===== config.mk =====
export PLATFORM = sky130hd
export DESIGN_NAME = mmbc_top
export DESIGN_NICKNAME = d
export VERILOG_FILES = /design/src/mmbc_pkg.sv /design/src/mmbc_sync.sv /design/src/mmbc_top.sv
export VERILOG_INCLUDE_DIRS = /design/src
export SDC_FILE = /design/constraint.sdc
export NUM_CORES = 1
export LEC_CHECK = 0
export ABC_AREA = 1
export CORE_AREA = 2 2 54 56
export CTS_BUF_LIST = sky130_fd_sc_hd__clkbuf_16
export DETAILED_ROUTE_END_ITERATION = 12
export DIE_AREA = 0 0 56 58
export DONT_BUFFER_PORTS = 1
export PLACE_DENSITY = 0.6
export SLEW_MARGIN = 25
export SYNTH_ARGS = -nofsm -noshare
export SYNTH_HDL_FRONTEND = slang
export SYNTH_HIERARCHICAL = 1
export SYNTH_SLANG_ARGS = --single-unit
export TNS_END_PERCENT = 5

===== constraint.sdc =====
create_clock -name mclk -period 4.7 [get_ports mclk]
set_clock_uncertainty 0.2 [all_clocks]
set_input_delay 0.235 -clock mclk [delete_from_list [all_inputs] [get_ports mclk]]
set_output_delay 0.235 -clock mclk [all_outputs]
set_load 0.05 [all_outputs]

===== src/mmbc_params.svh =====
// Constants for the minimum-mode bus control block
`ifndef MMBC_PARAMS_SVH
`define MMBC_PARAMS_SVH

// Clock periods per bus T-state: one high phase, one low phase
`define MMBC_CLK_PERIOD_NS      5
`define MMBC_PHASES_PER_TSTATE  2

// Level shown by a floated control line (external pull-up)
`define MMBC_FLOAT_LEVEL        1'b1

// Reset values of the strobes and select lines
`define MMBC_RST_STROBE_N       1'b1
`define MMBC_RST_ALE            1'b0
`define MMBC_RST_CTL_OUT        4'hf
`define MMBC_RST_CTL_OE         4'h0

// Synchroniser depth for pin inputs
`define MMBC_SYNC_STAGES        2

`endif


===== src/mmbc_pkg.sv =====
// Types shared by the minimum-mode bus control block
package mmbc_pkg;

  // Bus T-states, plus the state in which another master owns the bus
  typedef enum logic [2:0] {
    ST_IDLE,
    ST_T1,
    ST_T2,
    ST_T3,
    ST_TW,
    ST_T4,
    ST_HOLD
  } mmbc_state_t;

  // One bus cycle request from the core
  typedef struct packed {
    logic is_mem;    // 1 memory, 0 I/O
    logic is_write;  // 1 write, 0 read
    logic is_int_ack_strobe_n;   // Interrupt acknowledge cycle
  } mmbc_cmd_t;

  // The four floatable control lines
  typedef struct packed {
    logic mio;            // Memory/IO select
    logic wr_n;           // Write strobe
    logic xcvr_direction; // Transceiver direction
    logic xcvr_enable_n;  // Transceiver enable
  } mmbc_ctl_t;

endpackage


===== src/mmbc_sync.sv =====
// Two-flop synchroniser for pin inputs
`timescale 1ns/10ps
`include "mmbc_params.svh"

module mmbc_sync #(
  parameter int W = 1
) (
  // Clock and reset
  input  wire logic         mclk,
  input  wire logic         sys_rst,
  // Data
  input  wire logic [W-1:0] din,
  output logic      [W-1:0] dout
);

  logic [W-1:0] meta_reg;

  // First stage feeds only the second stage
  always_ff @(posedge mclk or posedge sys_rst)
  begin
    if (sys_rst)
    begin
      meta_reg <= '0;
      dout     <= '0;
    end
    else
    begin
      meta_reg <= din;
      dout     <= meta_reg;
    end
  end

endmodule


===== src/mmbc_top.sv =====
// Minimum-mode local bus control: strobes, transceiver control and hold handshake
//
// What this block does
// - Minimum-mode behaviour only while the mode strap input is high; hold and grant work at either strap level.
// - Memory/IO select valid from preceding t4 to final t4; high memory.
// - Select, write, direction, enable float as logic one during bus grant.
// - Write strobe low in t2, t3 and wait states of write cycles.
// - Interrupt acknowledge strobe low in t2, t3, wait states of acknowledge.
// - Interrupt acknowledge strobe is always driven, never floated.
// - Address latch pulse high during clock low phase of t1.
// - Address latch pulse is always driven, never floated.
// - Direction timed like memory/IO select; high transmit, low receive.
// - Transceiver enable low during every bus cycle kind.
// - Read and acknowledge: enable from middle of t2 to middle of t4.
// - Write: enable from start of t2 to middle of t4.
// - Hold request answered by raising grant in middle of t4 or idle.
// - Bus and control lines float at the moment grant rises.
// - Hold low drops grant; lines driven again only at next cycle.
`timescale 1ns/10ps
`include "mmbc_params.svh"

module mmbc_top (
  // Clock and reset
  input  wire logic               mclk,
  input  wire logic               sys_rst,
  // Pins in
  input  wire logic               mode_strap,
  input  wire logic               hold_req,
  // Core request side
  input  wire logic               req_valid,
  input  wire mmbc_pkg::mmbc_cmd_t req_cmd,
  input  wire logic               wait_req,
  output logic                    req_ready,
  // Control pins
  output mmbc_pkg::mmbc_ctl_t     ctl_out,
  output mmbc_pkg::mmbc_ctl_t     ctl_oe,
  output logic                    int_ack_strobe_n,
  output logic                    ale,
  output logic                    bus_grant,
  output logic                    ad_drive
);

  logic                  min_mode;
  logic                  hold_s;
  mmbc_pkg::mmbc_state_t state_reg, state_next;
  logic                  phase_reg, phase_next;
  mmbc_pkg::mmbc_cmd_t   cmd_reg, cmd_next;
  logic                  pend_reg, pend_next;
  logic                  grant_next;
  logic                  drive_reg, drive_next;
  logic                  accept;
  logic                  grant_now;
  logic                  strobe_st;
  logic                  den_act;

  // Pins cross into the clock domain; the hold setup is not guaranteed
  // Two pins share one synchroniser, so the width is the pin count, not the depth
  mmbc_sync #(.W(2)) u_sync (
    .mclk    (mclk),
    .sys_rst (sys_rst),
    .din     ({mode_strap, hold_req}),
    .dout    ({min_mode, hold_s})
  );

  // Decisions at the first half of a t4 or idle state
  always_comb
  begin
    grant_now  = 1'b0;
    accept     = 1'b0;
    if ((state_reg == mmbc_pkg::ST_T4 || state_reg == mmbc_pkg::ST_IDLE) && !phase_reg && !bus_grant)
    begin
      if (hold_s)
        grant_now = 1'b1;
      else if (min_mode && req_valid && !pend_reg)
        accept = 1'b1;
    end
  end

  // Next state; a T-state is two clocks, so moves happen on the low phase only
  always_comb
  begin
    state_next = state_reg;
    phase_next = ~phase_reg;
    cmd_next   = accept ? req_cmd : cmd_reg;
    pend_next  = pend_reg | accept;
    grant_next = bus_grant | grant_now;
    drive_next = accept ? 1'b1 : (grant_now ? 1'b0 : drive_reg);
    if (phase_reg)
    begin
      case (state_reg)
        mmbc_pkg::ST_IDLE,
        mmbc_pkg::ST_T4:
        begin
          if (bus_grant)
            state_next = mmbc_pkg::ST_HOLD;
          else if (pend_reg)
          begin
            state_next = mmbc_pkg::ST_T1;
            pend_next  = 1'b0;
          end
          else
            state_next = mmbc_pkg::ST_IDLE;
        end
        mmbc_pkg::ST_T1: state_next = mmbc_pkg::ST_T2;
        mmbc_pkg::ST_T2: state_next = mmbc_pkg::ST_T3;
        mmbc_pkg::ST_T3: state_next = wait_req ? mmbc_pkg::ST_TW : mmbc_pkg::ST_T4;
        mmbc_pkg::ST_TW: state_next = wait_req ? mmbc_pkg::ST_TW : mmbc_pkg::ST_T4;
        mmbc_pkg::ST_HOLD:
        begin
          if (!hold_s)
          begin
            state_next = mmbc_pkg::ST_IDLE;
            grant_next = 1'b0;
          end
        end
        default: state_next = mmbc_pkg::ST_IDLE;
      endcase
    end
  end

  // Sequencer state
  always_ff @(posedge mclk or posedge sys_rst)
  begin
    if (sys_rst)
    begin
      state_reg <= mmbc_pkg::ST_IDLE;
      phase_reg <= 1'b0;
      cmd_reg   <= '0;
      pend_reg  <= 1'b0;
      drive_reg <= 1'b0;
    end
    else
    begin
      state_reg <= state_next;
      phase_reg <= phase_next;
      cmd_reg   <= cmd_next;
      pend_reg  <= pend_next;
      drive_reg <= drive_next;
    end
  end

  // Output terms from the next state, so registered pins line up with the state
  always_comb
  begin
    strobe_st = (state_next == mmbc_pkg::ST_T2) || (state_next == mmbc_pkg::ST_T3) ||
                (state_next == mmbc_pkg::ST_TW);
    den_act   = ((state_next == mmbc_pkg::ST_T2) && (phase_next || cmd_next.is_write)) ||
                (state_next == mmbc_pkg::ST_T3) || (state_next == mmbc_pkg::ST_TW) ||
                ((state_next == mmbc_pkg::ST_T4) && !phase_next);
  end

  // Floatable control lines; floated lines show the pull-up level
  always_ff @(posedge mclk or posedge sys_rst)
  begin
    if (sys_rst)
    begin
      ctl_out <= `MMBC_RST_CTL_OUT;
      ctl_oe  <= `MMBC_RST_CTL_OE;
    end
    else if (drive_next && min_mode && !grant_next)
    begin
      ctl_out.mio            <= cmd_next.is_mem;
      ctl_out.wr_n           <= ~(cmd_next.is_write && strobe_st);
      ctl_out.xcvr_direction <= cmd_next.is_write;
      ctl_out.xcvr_enable_n  <= ~den_act;
      ctl_oe                 <= 4'hf;
    end
    else
    begin
      ctl_out <= {4{`MMBC_FLOAT_LEVEL}};
      ctl_oe  <= 4'h0;
    end
  end

  // Always-driven strobes: no enable exists for them
  always_ff @(posedge mclk or posedge sys_rst)
  begin
    if (sys_rst)
    begin
      int_ack_strobe_n <= `MMBC_RST_STROBE_N;
      ale              <= `MMBC_RST_ALE;
    end
    else
    begin
      int_ack_strobe_n <= ~(min_mode && cmd_next.is_int_ack_strobe_n && strobe_st);
      ale              <= min_mode && (state_next == mmbc_pkg::ST_T1) && phase_next;
    end
  end

  // Handshake outputs
  always_ff @(posedge mclk or posedge sys_rst)
  begin
    if (sys_rst)
    begin
      bus_grant <= 1'b0;
      ad_drive  <= 1'b0;
      req_ready <= 1'b0;
    end
    else
    begin
      bus_grant <= grant_next;
      ad_drive  <= drive_next && !grant_next && min_mode;
      req_ready <= accept;
    end
  end
endmodule


==> results of run 1 <==
[area by class of cell]
| class | count | area [um^2] | share of cell area |
|---|---|---|---|
| clock buffers | 3 | 75.1 | 0.0635 |
| clock inverters | 1 | 5.00 | 0.00423 |
| inverters | 15 | 56.3 | 0.0476 |
| multi-input cells | 65 | 374 | 0.316 |
| flip-flops and latches | 23 | 583 | 0.493 |
| well taps | 31 | 38.8 | 0.0328 |
| repair buffers | 5 | 50.0 | 0.0423 |
[power groups by stage]
| stage | Combinational, mW | Clock (mW) | Sequential, mW |
|---|---|---|---|
| finish | 0.267 | 0.178 | 0.356 |
| global route | 0.309 | 0.195 | 0.362 |
| floorplan | 0.242 | 0 | 0.335 |
| detailed placement | 0.265 | 0 | 0.358 |
| global placement | 0.257 | 0 | 0.359 |
| CTS | 0.268 | 0.184 | 0.356 |
[final timing paths]
path,slack [ns],endpoint
max in group asynchronous,3.43,ctl_oe[3]$_DFF_PP0_
min in group asynchronous,0.12,u_sync/meta_reg[1]$_DFF_PP0_
max,2.87,ctl_out[0]$_DFF_PP1_
max reg2reg,2.87,ctl_out[0]$_DFF_PP1_
min reg2reg,0.15,u_sync/dout[1]$_DFF_PP0_
min,0.009,ctl_out[1]$_DFF_PP1_
[logic make-up after synthesis]
| group | share of synthesized area |
|---|---|
| AND/OR/NAND/NOR | 0.304 |
| flip-flops | 0.560 |
| AO/OA/AOI/OAI | 0.0554 |
| buffers and inverters | 0.0806 |
[cell usage in the layout (no fill, tap or decap)]
cell type                       Yosys  routed
sky130_fd_sc_hd__inv_2              5       5
sky130_fd_sc_hd__dfrtp_1           18      17
sky130_fd_sc_hd__nand2_2            5       5
sky130_fd_sc_hd__nor2_1             4       4
sky130_fd_sc_hd__nand2_1           25      25
sky130_fd_sc_hd__nand3_4            1       1
sky130_fd_sc_hd__a21oi_4            1       1
sky130_fd_sc_hd__dlygate4sd3_1      0       5
sky130_fd_sc_hd__nand3_1           11      11
sky130_fd_sc_hd__nor3_2             1       1
sky130_fd_sc_hd__nand3b_1           2       2
sky130_fd_sc_hd__clkinv_2           0       1
sky130_fd_sc_hd__nor2_2             1       1
sky130_fd_sc_hd__dfrtp_2            0       1
sky130_fd_sc_hd__dfstp_2            5       5
sky130_fd_sc_hd__nor2_8             1       1
sky130_fd_sc_hd__a41oi_1            1       1
sky130_fd_sc_hd__nand4_1            5       5
sky130_fd_sc_hd__o21ai_0            2       2
sky130_fd_sc_hd__nand3_2            1       1
sky130_fd_sc_hd__o211ai_2           1       1
sky130_fd_sc_hd__clkinv_1           1       1
sky130_fd_sc_hd__nor2_4             1       1
sky130_fd_sc_hd__clkbuf_16          0       3
sky130_fd_sc_hd__o21ai_1            2       2
sky130_fd_sc_hd__inv_1              9       9
[routing by layer]
metal / vias to the layer above / wire length (um) / GRT usage
met2: 12 / 932 / 0.213
met4: 0 / 17 / 0.0340
met5: - / 0 / 0
met3: 2 / 81 / 0.0491
met1: 332 / 812 / 0.154
li1: 358 / - / -
[stage by stage]
stage / setup WS [ns] / cell area (um^2) / util / power, mW
finish: 2.87 / 1180 / 0.444 / 0.801
global route: 2.69 / 1180 / 0.444 / 0.867
CTS: 2.86 / 1180 / 0.444 / 0.808
detailed placement: 2.87 / 1050 / 0.395 / 0.622
global placement: 2.90 / 1050 / 0.395 / 0.617
floorplan: 3.05 / 1040 / - / 0.576
[critical path, delay by kind of cell (launching register included)]
kind / cells / cell delay, ns
buf+inv: 1 / 0.14
simple gates: 7 / 0.60
compound gates: 1 / 0.14
flops: 1 / 0.70
==> metrics.json, run 1 <==
{
  "outcome": {"value": "complete, no violations"},
  "p_sw_frac": {"value": 0.433},
  "synth_warnings": {"value": 6},
  "largest_register_ffs": {"value": 4},
  "port_buffers": {"value": 0},
  "cts_htree_levels": {"value": 1},
  "cts.path.max_buffers": {"value": 2},
  "core_rows": {"value": 19},
  "postRouteAntennaNets": {"value": 0},
  "crit_path_frequent_cell": {"value": "sky130_fd_sc_hd__nand2_1"},
  "dpl.cell_count": {"value": 134},
  "hold_path.startpoint": {"value": "req_cmd[1]"},
  "post-synth-top-area-cell": {"value": "sky130_fd_sc_hd__dfrtp_1"},
  "drt_pass1_iterations": {"value": 4},
  "cts_made_buffers": {"value": 3},
  "detailroute.via_count": {"value": 704},
  "dieArea": {"value": 3250, "unit": "um^2"},
  "hold_class": {"value": "in2reg"},
  "setup_viol": {"value": 0},
  "start_util": {"value": 0.391},
  "grt_overflow_total": {"value": 0},
  "finalNetCount": {"value": 122},
  "worstPathMaxFanout": {"value": 4},
  "cts_tree": {"value": "built"},
  "power.density": {"value": 677, "unit": "nW/um^2"},
  "setup_tns_final": {"value": 0, "unit": "ns"},
  "worst_pin_slew": {"value": 0.934, "unit": "ns"},
  "timing.final.max_slew_violations": {"value": 0},
  "synth-async-reset-ratio": {"value": 1.00},
  "cts.reportedPaths.clkPinSlew": {"value": 0.06, "unit": "ns"},
  "synth_ff_type": {"value": "sky130_fd_sc_hd__dfrtp_1"},
  "synth.yosys.seq_area_share": {"value": 0.560},
  "crit_required": {"value": 4.69, "unit": "ns"},
  "drt-vias-per-instance": {"value": 4.92},
  "timing.max_cap.violations": {"value": 0},
  "start_kind": {"value": "register"},
  "synth.cells.most_frequent": {"value": "sky130_fd_sc_hd__nand2_1, sky130_fd_sc_hd__dfrtp_1, sky130_fd_sc_hd__nand3_1, sky130_fd_sc_hd__inv_1"},
  "max_freq": {"value": 546, "unit": "MHz"},
  "wire_per_inst": {"value": 12.9, "unit": "um"},
  "grt_first_pass_wirelength": {"value": 3.17, "unit": "mm"},
  "detailedPlacementHpwl": {"value": 1.36, "unit": "mm"},
  "layout-drive-gt1-share": {"value": 0.250},
  "final_period_minus_worst_setup_slack": {"value": 1.83, "unit": "ns"},
  "postRouteWirelength": {"value": 1.84, "unit": "mm"},
  "post_synth_main_area_contributors": {"value": "sky130_fd_sc_hd__dfrtp_1, sky130_fd_sc_hd__dfstp_2, sky130_fd_sc_hd__nand2_1, sky130_fd_sc_hd__nand3_1, sky130_fd_sc_hd__inv_1"},
  "critPathArrivalTime": {"value": 1.82, "unit": "ns"},
  "boundaryPins": {"value": 22},
  "number_of_synthesized_flops_with_an_enable_pin": {"value": 0},
  "maxSlewHeadroom": {"value": 0.379},
  "unrepaired_setup_endpoints_after_global_routing": {"value": "false"},
  "cts.repair.resized": {"value": 0},
  "n_diodes": {"value": 0},
  "ys_types": {"value": 24},
  "coreArea": {"value": 2660, "unit": "um^2"},
  "holdWs": {"value": 0.00933, "unit": "ns"},
  "critical_path.cell_chain": {"value": "inv_1, nand2_1, nand3b_1, nand3_1, nand2_1, nand2_1, o21ai_1, nand3_1, nand2_1"},
  "finalCritPeriodShare": {"value": 0.389},
  "insertion_delay": {"value": 0.25, "unit": "ns"},
  "antenna_found_initial": {"value": 0},
  "power.static_leakage": {"value": 0.582, "unit": "nW"},
  "synth.ff_latch_count": {"value": 23},
  "synth_fp_nets": {"value": 116},
  "share_clk_of_total_power": {"value": 0.222},
  "grt_max_degree": {"value": 20},
  "synth.most_common_cell": {"value": "sky130_fd_sc_hd__nand2_1"},
  "clock-root-buffer": {"value": "sky130_fd_sc_hd__clkbuf_16"},
  "critical_path.startpoint": {"value": "bus_grant$_DFF_PP0_"},
  "grt_pass1_vias": {"value": 699},
  "synth_cells": {"value": 107},
  "share_comb_of_total_power": {"value": 0.333},
  "area_delta_synth_final": {"value": 13.7, "unit": "%"},
  "final_cells": {"value": 143},
  "cts_hold_buf": {"value": 5},
  "power.net_switching": {"value": 0.346, "unit": "mW"},
  "internal_power": {"value": 0.454, "unit": "mW"},
  "yosys_top_cell_area_share": {"value": 0.433},
  "filler_cell_count": {"value": 271},
  "postCtsSetupRepairBufs": {"value": 0},
  "power_frac_seq": {"value": 0.445},
  "replace_congestion": {"value": 0.824},
  "worst_ir_drop_vdd": {"value": 0.398, "unit": "mV"},
  "post_synth.cell_area_avg": {"value": 9.72, "unit": "um^2"},
  "worstSetupEndpointType": {"value": "register"},
  "holdPathStages": {"value": 2},
  "die_h": {"value": 58, "unit": "um"},
  "reg2reg_from": {"value": "bus_grant$_DFF_PP0_"},
  "drt_drc_violations_left": {"value": 0},
  "groute.usage.overall": {"value": 0.127},
  "syn_area": {"value": 1040, "unit": "um^2"},
  "rr_worst_depth": {"value": 9},
  "fp.dieW": {"value": 56, "unit": "um"},
  "critical-path-slowest-cell": {"value": "sky130_fd_sc_hd__dfrtp_1"},
  "timing_worst_setup_path_type": {"value": "reg2reg"},
  "drt_first_iter_violations": {"value": 12},
  "number_of_endpoints_with_negative_hold_slack_in_the_final_report": {"value": 0},
  "crit_path_max_incr_delay": {"value": 0.70, "unit": "ns"},
  "clock_sinks": {"value": 23}
}
No activity file was read; power rests on OpenSTA's default activity.
==> run 2, diff against run 1 <==
==> constraint.sdc (replaced) <==
create_clock -name mclk -period 1.7 [get_ports mclk]
set_clock_uncertainty 0.2 [all_clocks]
set_input_delay 0.085 -clock mclk [delete_from_list [all_inputs] [get_ports mclk]]
set_output_delay 0.085 -clock mclk [all_outputs]
set_load 0.05 [all_outputs]
==> metrics.json, run 2 (synthesis results as in run 1) <==
{
  "setup_viol": {"value": 0, "change": "unchanged"},
  "critical_path.cell_chain": {"value": "inv_2, nand2_2, nand2_2, nand2_2, nor2_4, nand3_4, nand2_2, nand3_1, o21ai_1, nand3_1, nand2_1"},
  "crit_required": {"value": 1.69, "unit": "ns", "change": "-3.00 ns"},
  "cts_tree": {"value": "built"},
  "final_period_minus_worst_setup_slack": {"value": 1.69, "unit": "ns", "change": "-0.139 ns"},
  "grt_overflow_total": {"value": 0, "change": "unchanged"},
  "worst_pin_slew": {"value": 0.689, "unit": "ns", "change": "-0.245 ns"},
  "boundaryPins": {"value": 22, "change": "unchanged"},
  "n_diodes": {"value": 0, "change": "unchanged"},
  "timing.max_cap.violations": {"value": 0, "change": "unchanged"},
  "power.density": {"value": 1810, "unit": "nW/um^2", "change": "+170%"},
  "clock-root-buffer": {"value": "sky130_fd_sc_hd__clkbuf_16"},
  "detailedPlacementHpwl": {"value": 1.47, "unit": "mm", "change": "+7.6%"},
  "start_util": {"value": 0.391, "change": "unchanged"},
  "replace_congestion": {"value": 0.890, "change": "+8.0%"},
  "postRouteAntennaNets": {"value": 0, "change": "unchanged"},
  "core_rows": {"value": 19, "change": "unchanged"},
  "cts_htree_levels": {"value": 1, "change": "unchanged"},
  "most_used_cells_in_the_layout_excluding_fill_and_tap_cells": {"value": "sky130_fd_sc_hd__nand2_1, sky130_fd_sc_hd__dfrtp_1, sky130_fd_sc_hd__nand3_1"},
  "port_buffers": {"value": 0, "change": "unchanged"},
  "worstSetupEndpointType": {"value": "register"},
  "crit_path_frequent_cell": {"value": "sky130_fd_sc_hd__nand2_2"},
  "outcome": {"value": "complete, no violations"},
  "timing.final.max_slew_violations": {"value": 0, "change": "unchanged"},
  "drt_drc_violations_left": {"value": 0, "change": "unchanged"},
  "die_h": {"value": 58, "unit": "um", "change": "unchanged"},
  "insertion_delay": {"value": 0.25, "unit": "ns", "change": "about the same"},
  "detailroute.via_count": {"value": 772, "change": "+9.7%"},
  "timing_worst_setup_path_type": {"value": "reg2reg"},
  "groute.usage.overall": {"value": 0.145, "change": "+0.0181"},
  "reg2reg_from": {"value": "state_reg[0]$_DFF_PP0_"},
  "start_kind": {"value": "register"},
  "number_of_endpoints_with_negative_hold_slack_in_the_final_report": {"value": 0, "change": "unchanged"},
  "r2r-end": {"value": "ctl_out[0]$_DFF_PP1_"},
  "holdPathStages": {"value": 4, "change": "+2"},
  "setup_tns_final": {"value": 0, "unit": "ns", "change": "unchanged"},
  "postRouteWirelength": {"value": 2.01, "unit": "mm", "change": "+9.1%"},
  "p_sw_frac": {"value": 0.427, "change": "-0.00562"},
  "wire_per_inst": {"value": 13.0, "unit": "um", "change": "+0.62%"},
  "drt-vias-per-instance": {"value": 4.98, "change": "+1.2%"},
  "share_comb_of_total_power": {"value": 0.421, "change": "+0.088"},
  "clock_sinks": {"value": 23, "change": "unchanged"},
  "rr_worst_depth": {"value": 11, "change": "+2"},
  "maxSlewHeadroom": {"value": 0.540, "change": "+0.161"},
  "layout-drive-gt1-share": {"value": 0.339, "change": "+0.0887"},
  "grt_pass1_vias": {"value": 754, "change": "+7.9%"},
  "most_common_cell_after_layout_fill_and_taps_aside": {"value": "sky130_fd_sc_hd__nand2_1"},
  "critical-path-slowest-cell": {"value": "sky130_fd_sc_hd__dfrtp_1"},
  "unrepaired_setup_endpoints_after_global_routing": {"value": "true"},
  "share_clk_of_total_power": {"value": 0.207, "change": "-0.015"},
  "crit_path_max_incr_delay": {"value": 0.41, "unit": "ns", "change": "-0.29 ns"},
  "largest_register_ffs": {"value": 4, "change": "unchanged"},
  "coreArea": {"value": 2660, "unit": "um^2", "change": "unchanged"},
  "internal_power": {"value": 1.36, "unit": "mW", "change": "+200%"},
  "antenna_found_initial": {"value": 0, "change": "unchanged"},
  "drt_pass1_iterations": {"value": 4, "change": "unchanged"},
  "fp.dieW": {"value": 56, "unit": "um", "change": "unchanged"},
  "area_delta_synth_final": {"value": 25.9, "unit": "%"},
  "finalCritPeriodShare": {"value": 0.995, "change": "+0.606"},
  "cts_made_buffers": {"value": 3, "change": "unchanged"},
  "power.net_switching": {"value": 1.01, "unit": "mW", "change": "+190%"},
  "grt_first_pass_wirelength": {"value": 3.55, "unit": "mm", "change": "+12%"},
  "grt_max_degree": {"value": 20, "change": "unchanged"},
  "layout.core_utilization": {"value": 0.492, "change": "+0.0475"},
  "power.static_leakage": {"value": 0.646, "unit": "nW", "change": "+11%"},
  "hold_path.startpoint": {"value": "wait_req"},
  "finalNetCount": {"value": 134, "change": "+9.8%"},
  "power_frac_seq": {"value": 0.371, "change": "-0.074"},
  "reg2reg_setup_slack": {"value": 0.008, "unit": "ns", "change": "-2.86 ns"},
  "drt_first_iter_violations": {"value": 17, "change": "+5"},
  "dieArea": {"value": 3250, "unit": "um^2", "change": "unchanged"},
  "max_freq": {"value": 591, "unit": "MHz", "change": "+8.2%"},
  "cts.path.max_buffers": {"value": 2, "change": "unchanged"},
  "worst_ir_drop_vdd": {"value": 1.15, "unit": "mV", "change": "+190%"},
  "cts.reportedPaths.clkPinSlew": {"value": 0.06, "unit": "ns", "change": "about the same"},
  "critPathArrivalTime": {"value": 1.69, "unit": "ns", "change": "-0.13 ns"},
  "hold_class": {"value": "in2reg"},
  "hold_end": {"value": "state_reg[0]$_DFF_PP0_"},
  "worstPathMaxFanout": {"value": 4, "change": "unchanged"}
}
[run 2: cell types whose count changed in the layout (fill, tap and decap cells not counted), sizes merged]
cell	change
dlygate4sd3	+3
buf	+9
[run 2: worst max-delay path: cells and delay by family (launching register included)]
| family | cells | cell delay (ns) |
|---|---|---|
| AND/OR/NAND/NOR | 9 | 0.81 |
| AO/OA/AOI/OAI | 1 | 0.12 |
| flip-flops | 1 | 0.41 |
| buffers and inverters | 1 | 0.10 |
[run 2: worst max-delay path by stage]
stage | from | end | slack [ns] | depth (start not counted)
after detailed placement | state_reg[0]$_DFF_PP0_ | ctl_out[2]$_DFF_PP1_ | -0.02 | 10
after global routing | state_reg[0]$_DFF_PP0_ | ctl_out[0]$_DFF_PP1_ | -0.13 | 11
after global placement | state_reg[0]$_DFF_PP0_ | ctl_out[2]$_DFF_PP1_ | 0.007 | 10
final | state_reg[0]$_DFF_PP0_ | ctl_out[0]$_DFF_PP1_ | 0.008 | 11
after floorplan | bus_grant$_DFF_PP0_ | ctl_out[0]$_DFF_PP1_ | 0.05 | 9
after CTS | state_reg[0]$_DFF_PP0_ | ctl_out[0]$_DFF_PP1_ | 0.02 | 11
[run 2: what timing repair did]
item                                    CTS  global route
gates resized for setup                   1             4
pin swaps                                 0             5
endpoints found under the hold margin    28             0
buffers inserted                          0             2
endpoints found under the setup margin    3            10
hold buffers                              8             0
[run 2: routing by layer]
metal	vias up	GRT usage	routed length, um
li1	379	-	-
met3	4	0.0424	99
met1	365	0.190	851
met4	0	0.0646	32
met2	24	0.225	1030
met5	-	0	0
[run 2: through the flow]
stage	cells	power, mW	hold WS, ns	worst slack [ns]	area [um^2]
5_1_grt	155	2.53	0.100	-0.133	1310
3_5_place_dp	141	1.79	-0.337	-0.0222	1120
2_1_floorplan	107	1.59	-0.349	0.0480	1040
6_report	155	2.37	0.0813	0.00819	1310
4_1_cts	153	2.32	0.0633	0.0219	1280
3_3_place_gp	141	1.78	-0.341	0.00727	1120
[run 2: power groups by stage]
stage	clock (mW)	sequential, mW	combinational, mW
after floorplan	0	0.925	0.669
after global placement	0	0.881	0.895
after detailed placement	0	0.887	0.900
after CTS	0.506	0.879	0.934
after global routing	0.525	0.893	1.11
final	0.490	0.878	0.997
[run 2: layout make-up]
type / count / area, um^2
clock buffers: 3 / 75.1
inverters: 15 / 56.3
fillers: 242 / 1350
well taps: 31 / 38.8
flip-flops and latches: 23 / 583
clock inverters: 1 / 5.00
multi-input cells: 65 / 390
repair buffers: 17 / 160
